===== config.mk =====
export PLATFORM = sky130hd
export DESIGN_NAME = ldac_ladder_dac_control
export DESIGN_NICKNAME = d
export VERILOG_FILES = /design/src/include/ldac_pkg.sv /design/src/verilog/ldac_ladder_dac_control.sv
export SDC_FILE = /design/constraint.sdc
export NUM_CORES = 1
export LEC_CHECK = 0
export BUFFER_PORTS_ARGS = -buffer_cell sky130_fd_sc_hd__buf_2
export CAP_MARGIN = 20
export CORE_AREA = 2 2 65 67
export DETAILED_ROUTE_END_ITERATION = 10
export DIE_AREA = 0 0 67 69
export GPL_TIMING_DRIVEN = 0
export PLACE_DENSITY = 0.81
export RECOVER_POWER = 25
export SLEW_MARGIN = 20
export SYNTH_ARGS = -nofsm -noshare
export SYNTH_HDL_FRONTEND = slang
export SYNTH_SLANG_ARGS = --single-unit

===== constraint.sdc =====
create_clock -name pclk -period 1.4 [get_ports pclk]
set_input_delay 0.14 -clock pclk [delete_from_list [all_inputs] [get_ports pclk]]
set_output_delay 0.14 -clock pclk [all_outputs]
set_load 0.02 [all_outputs]

===== src/include/ldac_pkg.sv =====
package ldac_pkg;

   // ---------------------------------------------------------------
   // register map
   // ---------------------------------------------------------------
   localparam logic [11:0] LDAC_OFS_CONTROL_MAIN = 12'h000;
   localparam logic [11:0] LDAC_OFS_LEVEL_SELECT = 12'h004;
   localparam logic [7:0]  LDAC_RST_CONTROL_MAIN = 8'h00;
   localparam logic [7:0]  LDAC_RST_LEVEL_SELECT = 8'h00;
   localparam logic [7:0]  LDAC_MASK_CONTROL_MAIN = 8'hED;
   localparam logic [7:0]  LDAC_MASK_LEVEL_SELECT = 8'h1F;

   // ---------------------------------------------------------------
   // field positions
   // ---------------------------------------------------------------
   localparam int LDAC_BIT_ON      = 7;
   localparam int LDAC_BIT_LPS     = 6;
   localparam int LDAC_BIT_OE      = 5;
   localparam int LDAC_BIT_PSS_HI  = 3;
   localparam int LDAC_BIT_PSS_LO  = 2;
   localparam int LDAC_BIT_NSS     = 0;
   localparam int LDAC_LEVEL_BITS  = 5;

   localparam logic [4:0] LDAC_CODE_ALL_ONES  = 5'h1F;
   localparam logic [4:0] LDAC_CODE_ALL_ZEROS = 5'h00;

   typedef enum logic [1:0] {
      LDAC_PSRC_SUPPLY   = 2'h0,
      LDAC_PSRC_EXT_PIN  = 2'h1,
      LDAC_PSRC_FIXED_2  = 2'h2,
      LDAC_PSRC_RESERVED = 2'h3
   } ldac_psrc_e;

   // analog switch controls towards the ladder
   typedef struct packed {
      logic       ladder_on;
      logic       pos_connect;
      logic       neg_connect;
      logic [2:0] pos_sel_onehot;
      logic       neg_sel_ext;
      logic       clamp_pos;
      logic       clamp_neg;
      logic [4:0] level_code;
      logic       pin_drive;
   } ldac_analog_s;

endpackage


===== src/verilog/ldac_ladder_dac_control.sv =====
`timescale 1ns/1ps
`default_nettype none
module ldac_ladder_dac_control
   import ldac_pkg::*;
(
   input  wire logic                 pclk,
   input  wire logic                 presetn,
   input  wire logic                 psel,
   input  wire logic                 penable,
   input  wire logic                 pwrite,
   input  wire logic [11:0]          paddr,
   input  wire logic [31:0]          pwdata,
   input  wire logic [3:0]           pstrb,
   output logic      [31:0]          prdata,
   output logic                      pready,
   output logic                      pslverr,
   input  wire logic                 pin_digital_in,
   input  wire logic                 pin_digital_out,
   input  wire logic                 pin_digital_oe,
   output logic                      pin_read_value,
   output logic                      pin_driver_oe,
   output logic                      pin_driver_out,
   output ldac_pkg::ldac_analog_s    analog_ctrl
);
   import ldac_pkg::*;

   // ---------------------------------------------------------------
   // register state
   // ---------------------------------------------------------------
   logic [7:0] dac_control_main;
   logic [7:0] dac_level_select;
   logic [7:0] next_dac_control_main;
   logic [7:0] next_dac_level_select;
   logic       pin_sync1;
   logic       pin_sync2;
   logic       next_pin_read_value;
   logic [31:0] next_prdata;
   ldac_analog_s next_analog;

   logic access;
   logic hit_main;
   logic hit_level;

   assign access    = psel & penable;
   assign hit_main  = (paddr == LDAC_OFS_CONTROL_MAIN);
   assign hit_level = (paddr == LDAC_OFS_LEVEL_SELECT);
   assign pready    = 1'b1;
   assign pslverr   = access & ~(hit_main | hit_level);

   // ---------------------------------------------------------------
   // register writes
   // ---------------------------------------------------------------
   always_comb begin
      next_dac_control_main = dac_control_main;
      next_dac_level_select = dac_level_select;
      if (access && pwrite && pstrb[0]) begin
         if (hit_main) begin
            // retention across sleep: only writes and reset change it
            next_dac_control_main = pwdata[7:0] & LDAC_MASK_CONTROL_MAIN;
         end
         if (hit_level) begin
            next_dac_level_select = pwdata[7:0] & LDAC_MASK_LEVEL_SELECT;
         end
      end
   end

   always_ff @(posedge pclk or negedge presetn) begin
      if (!presetn) begin
         dac_control_main <= LDAC_RST_CONTROL_MAIN;
         dac_level_select <= LDAC_RST_LEVEL_SELECT;
      end else begin
         dac_control_main <= next_dac_control_main;
         dac_level_select <= next_dac_level_select;
      end
   end

   // ---------------------------------------------------------------
   // read data
   // ---------------------------------------------------------------
   always_comb begin
      next_prdata = prdata;
      if (psel && !penable && !pwrite) begin
         if (paddr == LDAC_OFS_CONTROL_MAIN) begin
            next_prdata = {24'h000000, dac_control_main};
         end else if (paddr == LDAC_OFS_LEVEL_SELECT) begin
            next_prdata = {24'h000000, dac_level_select};
         end else begin
            next_prdata = 32'h00000000;
         end
      end
   end

   always_ff @(posedge pclk or negedge presetn) begin
      if (!presetn) begin
         prdata <= 32'h00000000;
      end else begin
         prdata <= next_prdata;
      end
   end

   // ---------------------------------------------------------------
   // ladder switch controls
   // ---------------------------------------------------------------
   function automatic logic [2:0] psrc_onehot(input logic [1:0] sel);
      logic [2:0] r;
      r = 3'h0;
      unique case (ldac_psrc_e'(sel))
         LDAC_PSRC_SUPPLY:   r = 3'h1;
         LDAC_PSRC_EXT_PIN:  r = 3'h2;
         LDAC_PSRC_FIXED_2:  r = 3'h4;
         LDAC_PSRC_RESERVED: r = 3'h0;
      endcase
      return r;
   endfunction

   always_comb begin
      logic       on;
      logic       lps;
      logic [4:0] code;
      on   = dac_control_main[LDAC_BIT_ON];
      lps  = dac_control_main[LDAC_BIT_LPS];
      code = dac_level_select[LDAC_LEVEL_BITS-1:0];
      next_analog.ladder_on   = on;
      next_analog.level_code  = code;
      next_analog.pos_connect = lps;
      next_analog.neg_connect = ~lps;
      next_analog.pos_sel_onehot =
         psrc_onehot(dac_control_main[LDAC_BIT_PSS_HI:LDAC_BIT_PSS_LO]);
      next_analog.neg_sel_ext = dac_control_main[LDAC_BIT_NSS];
      next_analog.clamp_pos = ~on & lps
                              & (code == LDAC_CODE_ALL_ONES);
      next_analog.clamp_neg = ~on & ~lps
                              & (code == LDAC_CODE_ALL_ZEROS);
      next_analog.pin_drive = dac_control_main[LDAC_BIT_OE];
   end

   always_ff @(posedge pclk or negedge presetn) begin
      if (!presetn) begin
         analog_ctrl <= '0;
      end else begin
         analog_ctrl <= next_analog;
      end
   end

   // ---------------------------------------------------------------
   // pin override and digital read
   // ---------------------------------------------------------------
   assign pin_driver_oe  = pin_digital_oe & ~analog_ctrl.pin_drive;
   assign pin_driver_out = pin_digital_out & ~analog_ctrl.pin_drive;

   always_comb begin
      next_pin_read_value = pin_sync2;
      if (analog_ctrl.pin_drive) begin
         next_pin_read_value = 1'b0;
      end
   end

   always_ff @(posedge pclk or negedge presetn) begin
      if (!presetn) begin
         pin_sync1      <= 1'b0;
         pin_sync2      <= 1'b0;
         pin_read_value <= 1'b0;
      end else begin
         pin_sync1      <= pin_digital_in;
         pin_sync2      <= pin_sync1;
         pin_read_value <= next_pin_read_value;
      end
   end

endmodule
`default_nettype wire

# Yosys cells after proc, flatten, opt, wreduce, memory -nomap -nowiden
# Index checks and enable logic that the tools add are counted.
totals:
  elab_cells: 48
  inputBits: 56
  output_inout_bits: 52
  reg_bits: 61
op_classes:
  eq_ne: 5
  n_bitwise: 13
  mux: 4
  reduce_logical: 11
ops:
  columns: ["cell", "count"]
  rows:
  - ["$eq A12 B3 Y1 const B", 1]
  - ["$logic_not A12 Y1", 1]
  - ["$pmux W3 S4", 1]
  - ["$and A1 B1 Y1", 8]
  - ["$mux W8", 1]
  - ["$eq A5 B5 Y1 const B", 1]
  - ["$logic_not A5 Y1", 1]
  - ["$mux W5", 1]
  - ["$eq A2 B2 Y1 const B", 2]
  - ["$logic_and A1 B1 Y1", 4]
  - ["$not A1 Y1", 4]
  - ["$reduce_and A2 Y1", 2]
  - ["$eq A2 B1 Y1 const B", 1]
  - ["$logic_not A1 Y1", 2]
  - ["$logic_not A2 Y1", 1]
  - ["$mux W1", 1]
  - ["$or A1 B1 Y1", 1]

# Logic depth before layout (Yosys ltp)
# Gate-level depths: netlist of the first run.
depth:
  word_depth: 4
  mapped_depth: 5
  depth_no_buf: 4

# Least setup slack after synthesis of the first run
# No wires, ideal clock.
synth_timing:
  kind: "input-to-reg"
  startpoint: "input paddr[5]"
  endpoint: "register dac_level_select[0]"
  cell_stages: 5
  arrival_time_ns: 1.258
  n_path_buf: 1
  t_required_ns: 1.275
  path_slack_ns: 0.017
  setup_ns: 0.125
  path_cell_list: "nor4_2 nand4_1 or2_1 buf_6 mux2_4"
synth_between:
  elab_chain_len: 2
synth_lines:
  columns: ["element", "line_no", "rtl"]
  rows:
  - ["start: declaration", "ldac_ladder_dac_control.sv:11", "input wire logic [11:0] paddr,"]
  - ["$eq A12 B3 Y1", "ldac_ladder_dac_control.sv:46", "assign hit_level = (paddr == LDAC_OFS_LEVEL_SELECT);"]
  - ["$reduce_and A2 Y1 (no line)", null, null]
  - ["end signal: assignment", "ldac_ladder_dac_control.sv:73", "dac_level_select <= next_dac_level_select;"]
  - ["end: declaration", "ldac_ladder_dac_control.sv:31", "logic [7:0] dac_level_select;"]
# No other way between the ends.
# A chain may end at the register's enable or synchronous reset.

# Final worst setup path of the first run
layout_timing:
  startpoint: "input paddr[9]"
  endpoint: "register dac_level_select[3]"
# The elaborated chain is that of the path after synthesis.

==> metrics.md, run 1 <==
| Metric | Value |
|---|---|
| Max Root-Sink Buffers | 2 |
| Critical path startpoint | paddr[9] |
| N_diodes | 0 |
| Number of global-route vias before repair | 966 |
| DRT met1 WL | 1130 µm |
| Worst vdd ir | 483 µV |
| Yosys warnings | 0 |
| Static leakage | 1.18 nW |
| Met3 wire length | 279 µm |
| GR Util All Layers | 0.131 |
| Wire per inst | 10.9 µm |
| DIE WIDTH | 67 µm |
| Die ar. | 4620 µm² |
| Worst reg2reg path endpoint | analog_ctrl[6] |
| Largest area contributor in the netlist | dfrtp_1 |
| Layout cells sized above 1 | 0.471 |
| Max-cap check violation count | 0 |
| Synth Area per Inst | 13.1 µm² |
| Core ar. | 3910 µm² |
| Complex-gate fraction of the synthesized area | 0.0393 |
| Period utilization | 0.923 |
| Largest cells by area after synthesis | dfrtp_1 59%, buf_4 12%, mux2_4 4.8% |
| Worst min path class | in -> reg |
| Post-Syn Area | 1560 µm² |
| Post-synthesis adder-cell area fraction | 0 |
| CP max FO | 5 |
| Area growth from synthesis to layout | 36.5% |
| DR vias | 1,062 |
| Slew margin rel. | 0.490 |
| Main combinational cell family by area after synthesis | buffers and inverters |
| CP Cell Sequence | clkbuf_1 -> nor4_4 -> nand4_1 -> or2_1 -> buf_6 -> mux2_4 |
| Final nets | 261 |
| Gpl congestion | 0.798 |
| CTS Sinks | 37 |
| R2R depth | 2 |
| Largest net degree at the start of global routing | 38 |
| WL met2 | 1360 µm |
| XOR/XNOR share of the synthesized area | 0 |
| Final WL | 2790 µm |
| PwrDens | 1040 nW/µm² |
| Final Non-Filler Cells | 256 |
| FP Rows | 23 |
| Io pins | 108 |
| Synth async-reset ratio | 1.00 |
| CP Buf/Inv Count | 2 |
| Unrepaired setup endpoints after global routing | no |
| Reg2reg start | dac_level_select[1] |
| Post-route ant nets | 0 |
| TritonRoute pass-1 iters | 3 |
| Cell count after synthesis | 119 |
| Clock Latency Late Sink | 0.28 ns |
| CTS tree | done |
| Crit. path cell count | 6 |
| Startpoint Class | input pin |
| Hold Vio Cnt, Final | 0 |
| Synth cell types | 28 |
| Worst-path clk slew | 0.07 ns |
| Setup violators final | 0 |
| Overflow after GRT | 0 |
| Synth Area in Simple Gates | 0.116 |
| WHS | 0.0760 ns |
| Post-synthesis mux area share | 0.111 |
| Data arrival, critical path | 1.46 ns |
| CP Capture Point | dac_level_select[3] |
| Yosys top cell area share | 0.594 |
| Worst setup EP type | register |
| Worst slew pin tran | 0.764 ns |
| Inst Count DP | 246 |
| Final Slew Violations | 0 |
| Total CTS buffers | 5 |
| Initial antenna violation count | 0 |
| Vias per inst | 4.15 |
| Worst reg2reg setup slack | 0.17 ns |
| DRT iter0 DRCs | 30 |
| Final HPWL DP | 2130 µm |
| CP max-delay cell | nor4_4 |
| Slowest stage delay, CP | 0.32 ns |
| Post-synthesis sequential area ratio | 0.594 |
| Clock Skew | 0.00419 ns |
| Required time worst endpoint | 1.57 ns |
| Flops & latches, synth | 37 |
| IO Port Bufs | 54 |
| Post-synth EDFFs | 0 |
| Fmax | 774 MHz |
| Worst path top cell family by delay | simple AND/OR/NAND/NOR gates |
| Cell at the root of the clock tree | clkbuf_8 |
| Setup bufs post-CTS | 0 |
| Outcome | complete, no violations |
| Synth Flop Type | dfrtp_1 |
| Initial Util | 0.398 |
| Crit Path Class | in -> reg |
| Top Layer Used | met4 |
| Die height | 69 µm |
| Crit path time final | 1.29 ns |
| Remaining DRCs | 0 |
| H-tree Lvls | 2 |
| First-pass GRT wire length | 4450 µm |
## flip-flops by register name, summed over array words and instances, names as in the netlist
| name | count |
|---|---|
| pin_read_value | 1 |
| prdata | 8 |
| pin_sync1 | 1 |
| dac_level_select | 5 |
| pin_sync2 | 1 |
| dac_control_main | 6 |
| analog_ctrl | 15 |
## synth_stat cells, drive strengths merged, types with 2 or more instances
cell / number
dfrtp: 37
buf: 26
mux2: 11
nand2: 5
nor2: 5
nor2b: 5
nor4: 4
a22o: 3
mux2i: 3
o21ai: 3
a32o: 2
conb: 2
inv: 2
nand3: 2
nand4: 2
## through the flow
stage / setup slack (ns) / power [mW] / utilization / instance area [µm²] / TNS, ns
after detailed placement: -0.205 / 1.31 / 0.505 / 1980 / -1.93
after CTS: 0.0991 / 2.23 / 0.540 / 2110 / 0
after global routing: 0.0281 / 2.31 / 0.544 / 2130 / 0
after global placement: -0.174 / 1.31 / 0.505 / 1980 / -1.67
after floorplan: 0.0173 / 1.24 / - / 1650 / 0
final: 0.108 / 2.22 / 0.544 / 2130 / 0
## layout make-up
cell class,count,area (µm²)
inverters,2,7.51
well taps,50,62.6
flip-flops and latches,37,926
clock buffers,7,86.3
clock inverters,1,30.0
repair buffers,56,285
multi-input cells,76,528
plain buffers,27,203
fillers,360,1790
## placed cells by master, fill, tap and decap left out
master / n
mux2_4: 5
mux2i_1: 3
nor2b_1: 5
and4_1: 1
clkbuf_8: 6
nand3_1: 2
bufinv_16: 1
a32o_1: 2
nor2_4: 1
conb_1: 25
mux2_1: 1
or4_1: 1
inv_1: 2
clkbuf_1: 6
nor4_1: 2
buf_6: 1
dlygate4sd3_1: 2
nor3b_1: 1
nor2_1: 4
or2_1: 1
and3_1: 1
a22o_1: 3
o21ai_0: 3
buf_4: 25
mux2_2: 5
dfrtp_1: 37
nor4_4: 2
nand2_1: 5
nand4_1: 2
nor3_2: 1
buf_2: 50
## repair_timing
action                                  4_1_cts  5_1_grt
hold buffers                                  2        0
endpoints found under the setup margin        0        5
hold endpoints to repair                     38        0
resized for setup                             0        3
## worst min-delay path by stage
stage                     endpoint      startpoint  slack, ns  depth (start not counted)
2_1_floorplan       analog_ctrl[0]         presetn      -0.16                          0
3_3_place_gp             pin_sync1         presetn       0.25                          1
3_5_place_dp             pin_sync1  pin_digital_in       0.25                          1
4_1_cts        dac_control_main[6]       pwdata[6]       0.07                          2
5_1_grt        dac_control_main[6]       pwdata[6]       0.07                          2
6_report       dac_control_main[6]       pwdata[6]       0.08                          2
## report_power, final
group	total, mW	internal, mW	switching (mW)	leakage, nW
Sequential	1.07	1.07	0.00106	0.495
Combinational	0.222	0.0920	0.130	0.630
Clock	0.922	0.580	0.342	0.0585
## cell families after synthesis
kind of cell / count (synthesis)
AOI/OAI and AO/OA: 8
and+or+nand+nor: 29
buffers and inverters: 29
DFF: 37
other: 2
muxes: 14
## per-layer routing
metal,track usage,vias to the layer above
met5,0,-
met4,0.0748,0
met3,0.0473,4
met2,0.200,55
met1,0.158,475
li1,-,528
(Power assumes the default switching activity.)
==> run 2: changes to the inputs <==
CTS_BUF_LIST = sky130_fd_sc_hd__clkbuf_16   (was not set)
PLACE_DENSITY = 0.76   (was 0.81)
==> run 2 against run 1 <==
  * Flip-flop and latch count did not move
  * Clock skew fell by 0.0019 ns
  * Critical path depth is 4 lower
  * Sequential power about the same
  * Final cell count is the same
  * Combinational power barely moved
  * Core utilization rose by 0.51 points
  * Critical path type is now reg -> reg
  * Die area is the same
==> metrics.md, run 2 (synthesis results as in run 1) <==
| Metric | Value |
|---|---|
| Outcome | complete, no violations |
| Setup violators final | 0 |
| IO Port Bufs | 54 |
| Hold Vio Cnt, Final | 0 |
| DP Area | 1980 µm² |
| Number of global-route vias before repair | 962 |
| DRT iter0 DRCs | 73 |
| Largest regs | analog_ctrl x15, prdata x8, dac_control_main x6 |
| Io pins | 108 |
| Slew margin rel. | 0.487 |
| First-pass GRT wire length | 4460 µm |
| Max Root-Sink Buffers | 2 |
| CP Cell Sequence | or4_1 -> nor4_1 |
| Crit path time final | 1.35 ns |
| Overflow after GRT | 0 |
| # fillers | 335 |
| H-tree Lvls | 2 |
| Remaining DRCs | 0 |
| Worst min path class | in -> reg |
| Post-route cell area | 2150 µm² |
| CP Buf/Inv Count | 0 |
| DR vias | 1,070 |
| Die height | 69 µm |
| Final Slew Violations | 0 |
| Final WL | 2910 µm |
| Total CTS buffers | 5 |
| Largest reg by FF count | analog_ctrl |
| Max-cap check violation count | 0 |
| Startpoint Class | register |
| Clock Skew | 0.00229 ns |
| Wire per inst | 11.3 µm |
| Initial Util | 0.398 |
| Setup_tns | 0 ns |
| Fmax | 738 MHz |
| Die ar. | 4620 µm² |
| Initial antenna violation count | 0 |
| FP Rows | 23 |
| Core ar. | 3910 µm² |
| Pwr Total | 2.33 mW |
| GR Util All Layers | 0.133 |
| Worst vdd ir | 419 µV |
| Static leakage | 1.19 nW |
| CP max FO | 5 |
| Post-placement worst setup slack | -0.249 ns |
| Layout cells sized above 1 | 0.461 |
| CTS tree | done |
| Final nets | 261 |
| Clock Latency Late Sink | 0.28 ns |
| Post-route ant nets | 0 |
| Crit Path Class | reg -> reg |
| Slowest stage delay, CP | 0.53 ns |
| Worst-path clk slew | 0.05 ns |
| DIE WIDTH | 67 µm |
| N_diodes | 0 |
| Largest net degree at the start of global routing | 38 |
| Worst setup EP type | register |
| TritonRoute pass-1 iters | 2 |
| PwrDens | 1080 nW/µm² |
| Final HPWL DP | 2240 µm |
| Required time worst endpoint | 1.55 ns |
| Gpl congestion | 0.744 |
| Data arrival, critical path | 1.51 ns |
| Worst path top cell family by delay | simple AND/OR/NAND/NOR gates |
| Most common cell after layout, fill and taps aside | buf_2 |
| Period utilization | 0.968 |
| Final worst slack | 0.0455 ns |
| Max reg flops | 15 |
| Vias per inst | 4.18 |
| Cell at the root of the clock tree | clkbuf_16 |
| Area growth from synthesis to layout | 37.8% |
| Worst slew pin tran | 0.770 ns |
| CP max-delay cell | or4_1 |
| Commonest non-fill, non-tap cells in the layout | 49 x buf_2, 37 x dfrtp_1, 25 x buf_4, 25 x conb_1, 6 x clkbuf_1 |
| Post-layout util | 0.549 |
| Setup bufs post-CTS | 0 |
| CTS Sinks | 37 |
| Unrepaired setup endpoints after global routing | no |
run 2: cell types whose count changed in the layout (fill, tap and decap cells not counted), sizes merged:
cell and delta:
clkinv +3, buf -1, bufinv -1, clkbuf -1
run 2: per-layer routing:
metal / up-vias / global-route usage / wire length (µm)
met1: 483 / 0.154 / 1160
met2: 52 / 0.208 / 1400
li1: 527 / - / -
met4: 0 / 0.0748 / 77
met3: 8 / 0.0473 / 269
met5: - / 0 / 0
run 2: stage by stage:
step	hold WS, ns	std cells
after floorplan	-0.156	142
final	0.0973	256
after CTS	0.0973	256
after global placement	0.250	246
after global routing	0.0938	256
after detailed placement	0.255	246
run 2: worst reg2reg max path: cells and delay by family (launching register included):
family        cells  cell delay, ns
simple gates      2            0.80
flops             1            0.43
run 2: layout make-up:
| cell class | count | area [µm²] | area share |
|---|---|---|---|
| plain buffers | 27 | 203 | 0.0944 |
| clock buffers | 5 | 125 | 0.0582 |
| clock inverters | 3 | 12.5 | 0.00582 |
| inverters | 2 | 7.51 | 0.00349 |
| multi-input cells | 76 | 528 | 0.246 |
| flip-flops and latches | 37 | 926 | 0.431 |
| well taps | 50 | 62.6 | 0.0291 |
| repair buffers | 56 | 284 | 0.132 |
run 2: power breakdown:
group          internal, mW  leakage [nW]  switching (mW)
registers              1.08         0.495         0.00107
clock network         0.642        0.0687           0.386
logic                0.0920         0.629           0.131
total                  1.81          1.19           0.518
run 2: path summary, 6_finish.rpt:
kind,depth (start not counted),startpoint,slack [ns],to
worst min register to register,0,pin_sync1,0.34,pin_sync2
worst max-delay path,2,dac_level_select[0],0.05,analog_ctrl[6]
max in group asynchronous,2,presetn,0.44,analog_ctrl[10]
min in group asynchronous,2,presetn,0.47,dac_control_main[6]
worst max register to register,2,dac_level_select[0],0.05,analog_ctrl[6]
worst min-delay path,2,pwdata[6],0.1,dac_control_main[6]
run 2: what timing repair did:
item / 4_1_cts / 5_1_grt
resized for setup: 0 / 3
hold endpoints to repair: 38 / 0
setup endpoints to repair: 0 / 10
hold buffers: 2 / 0
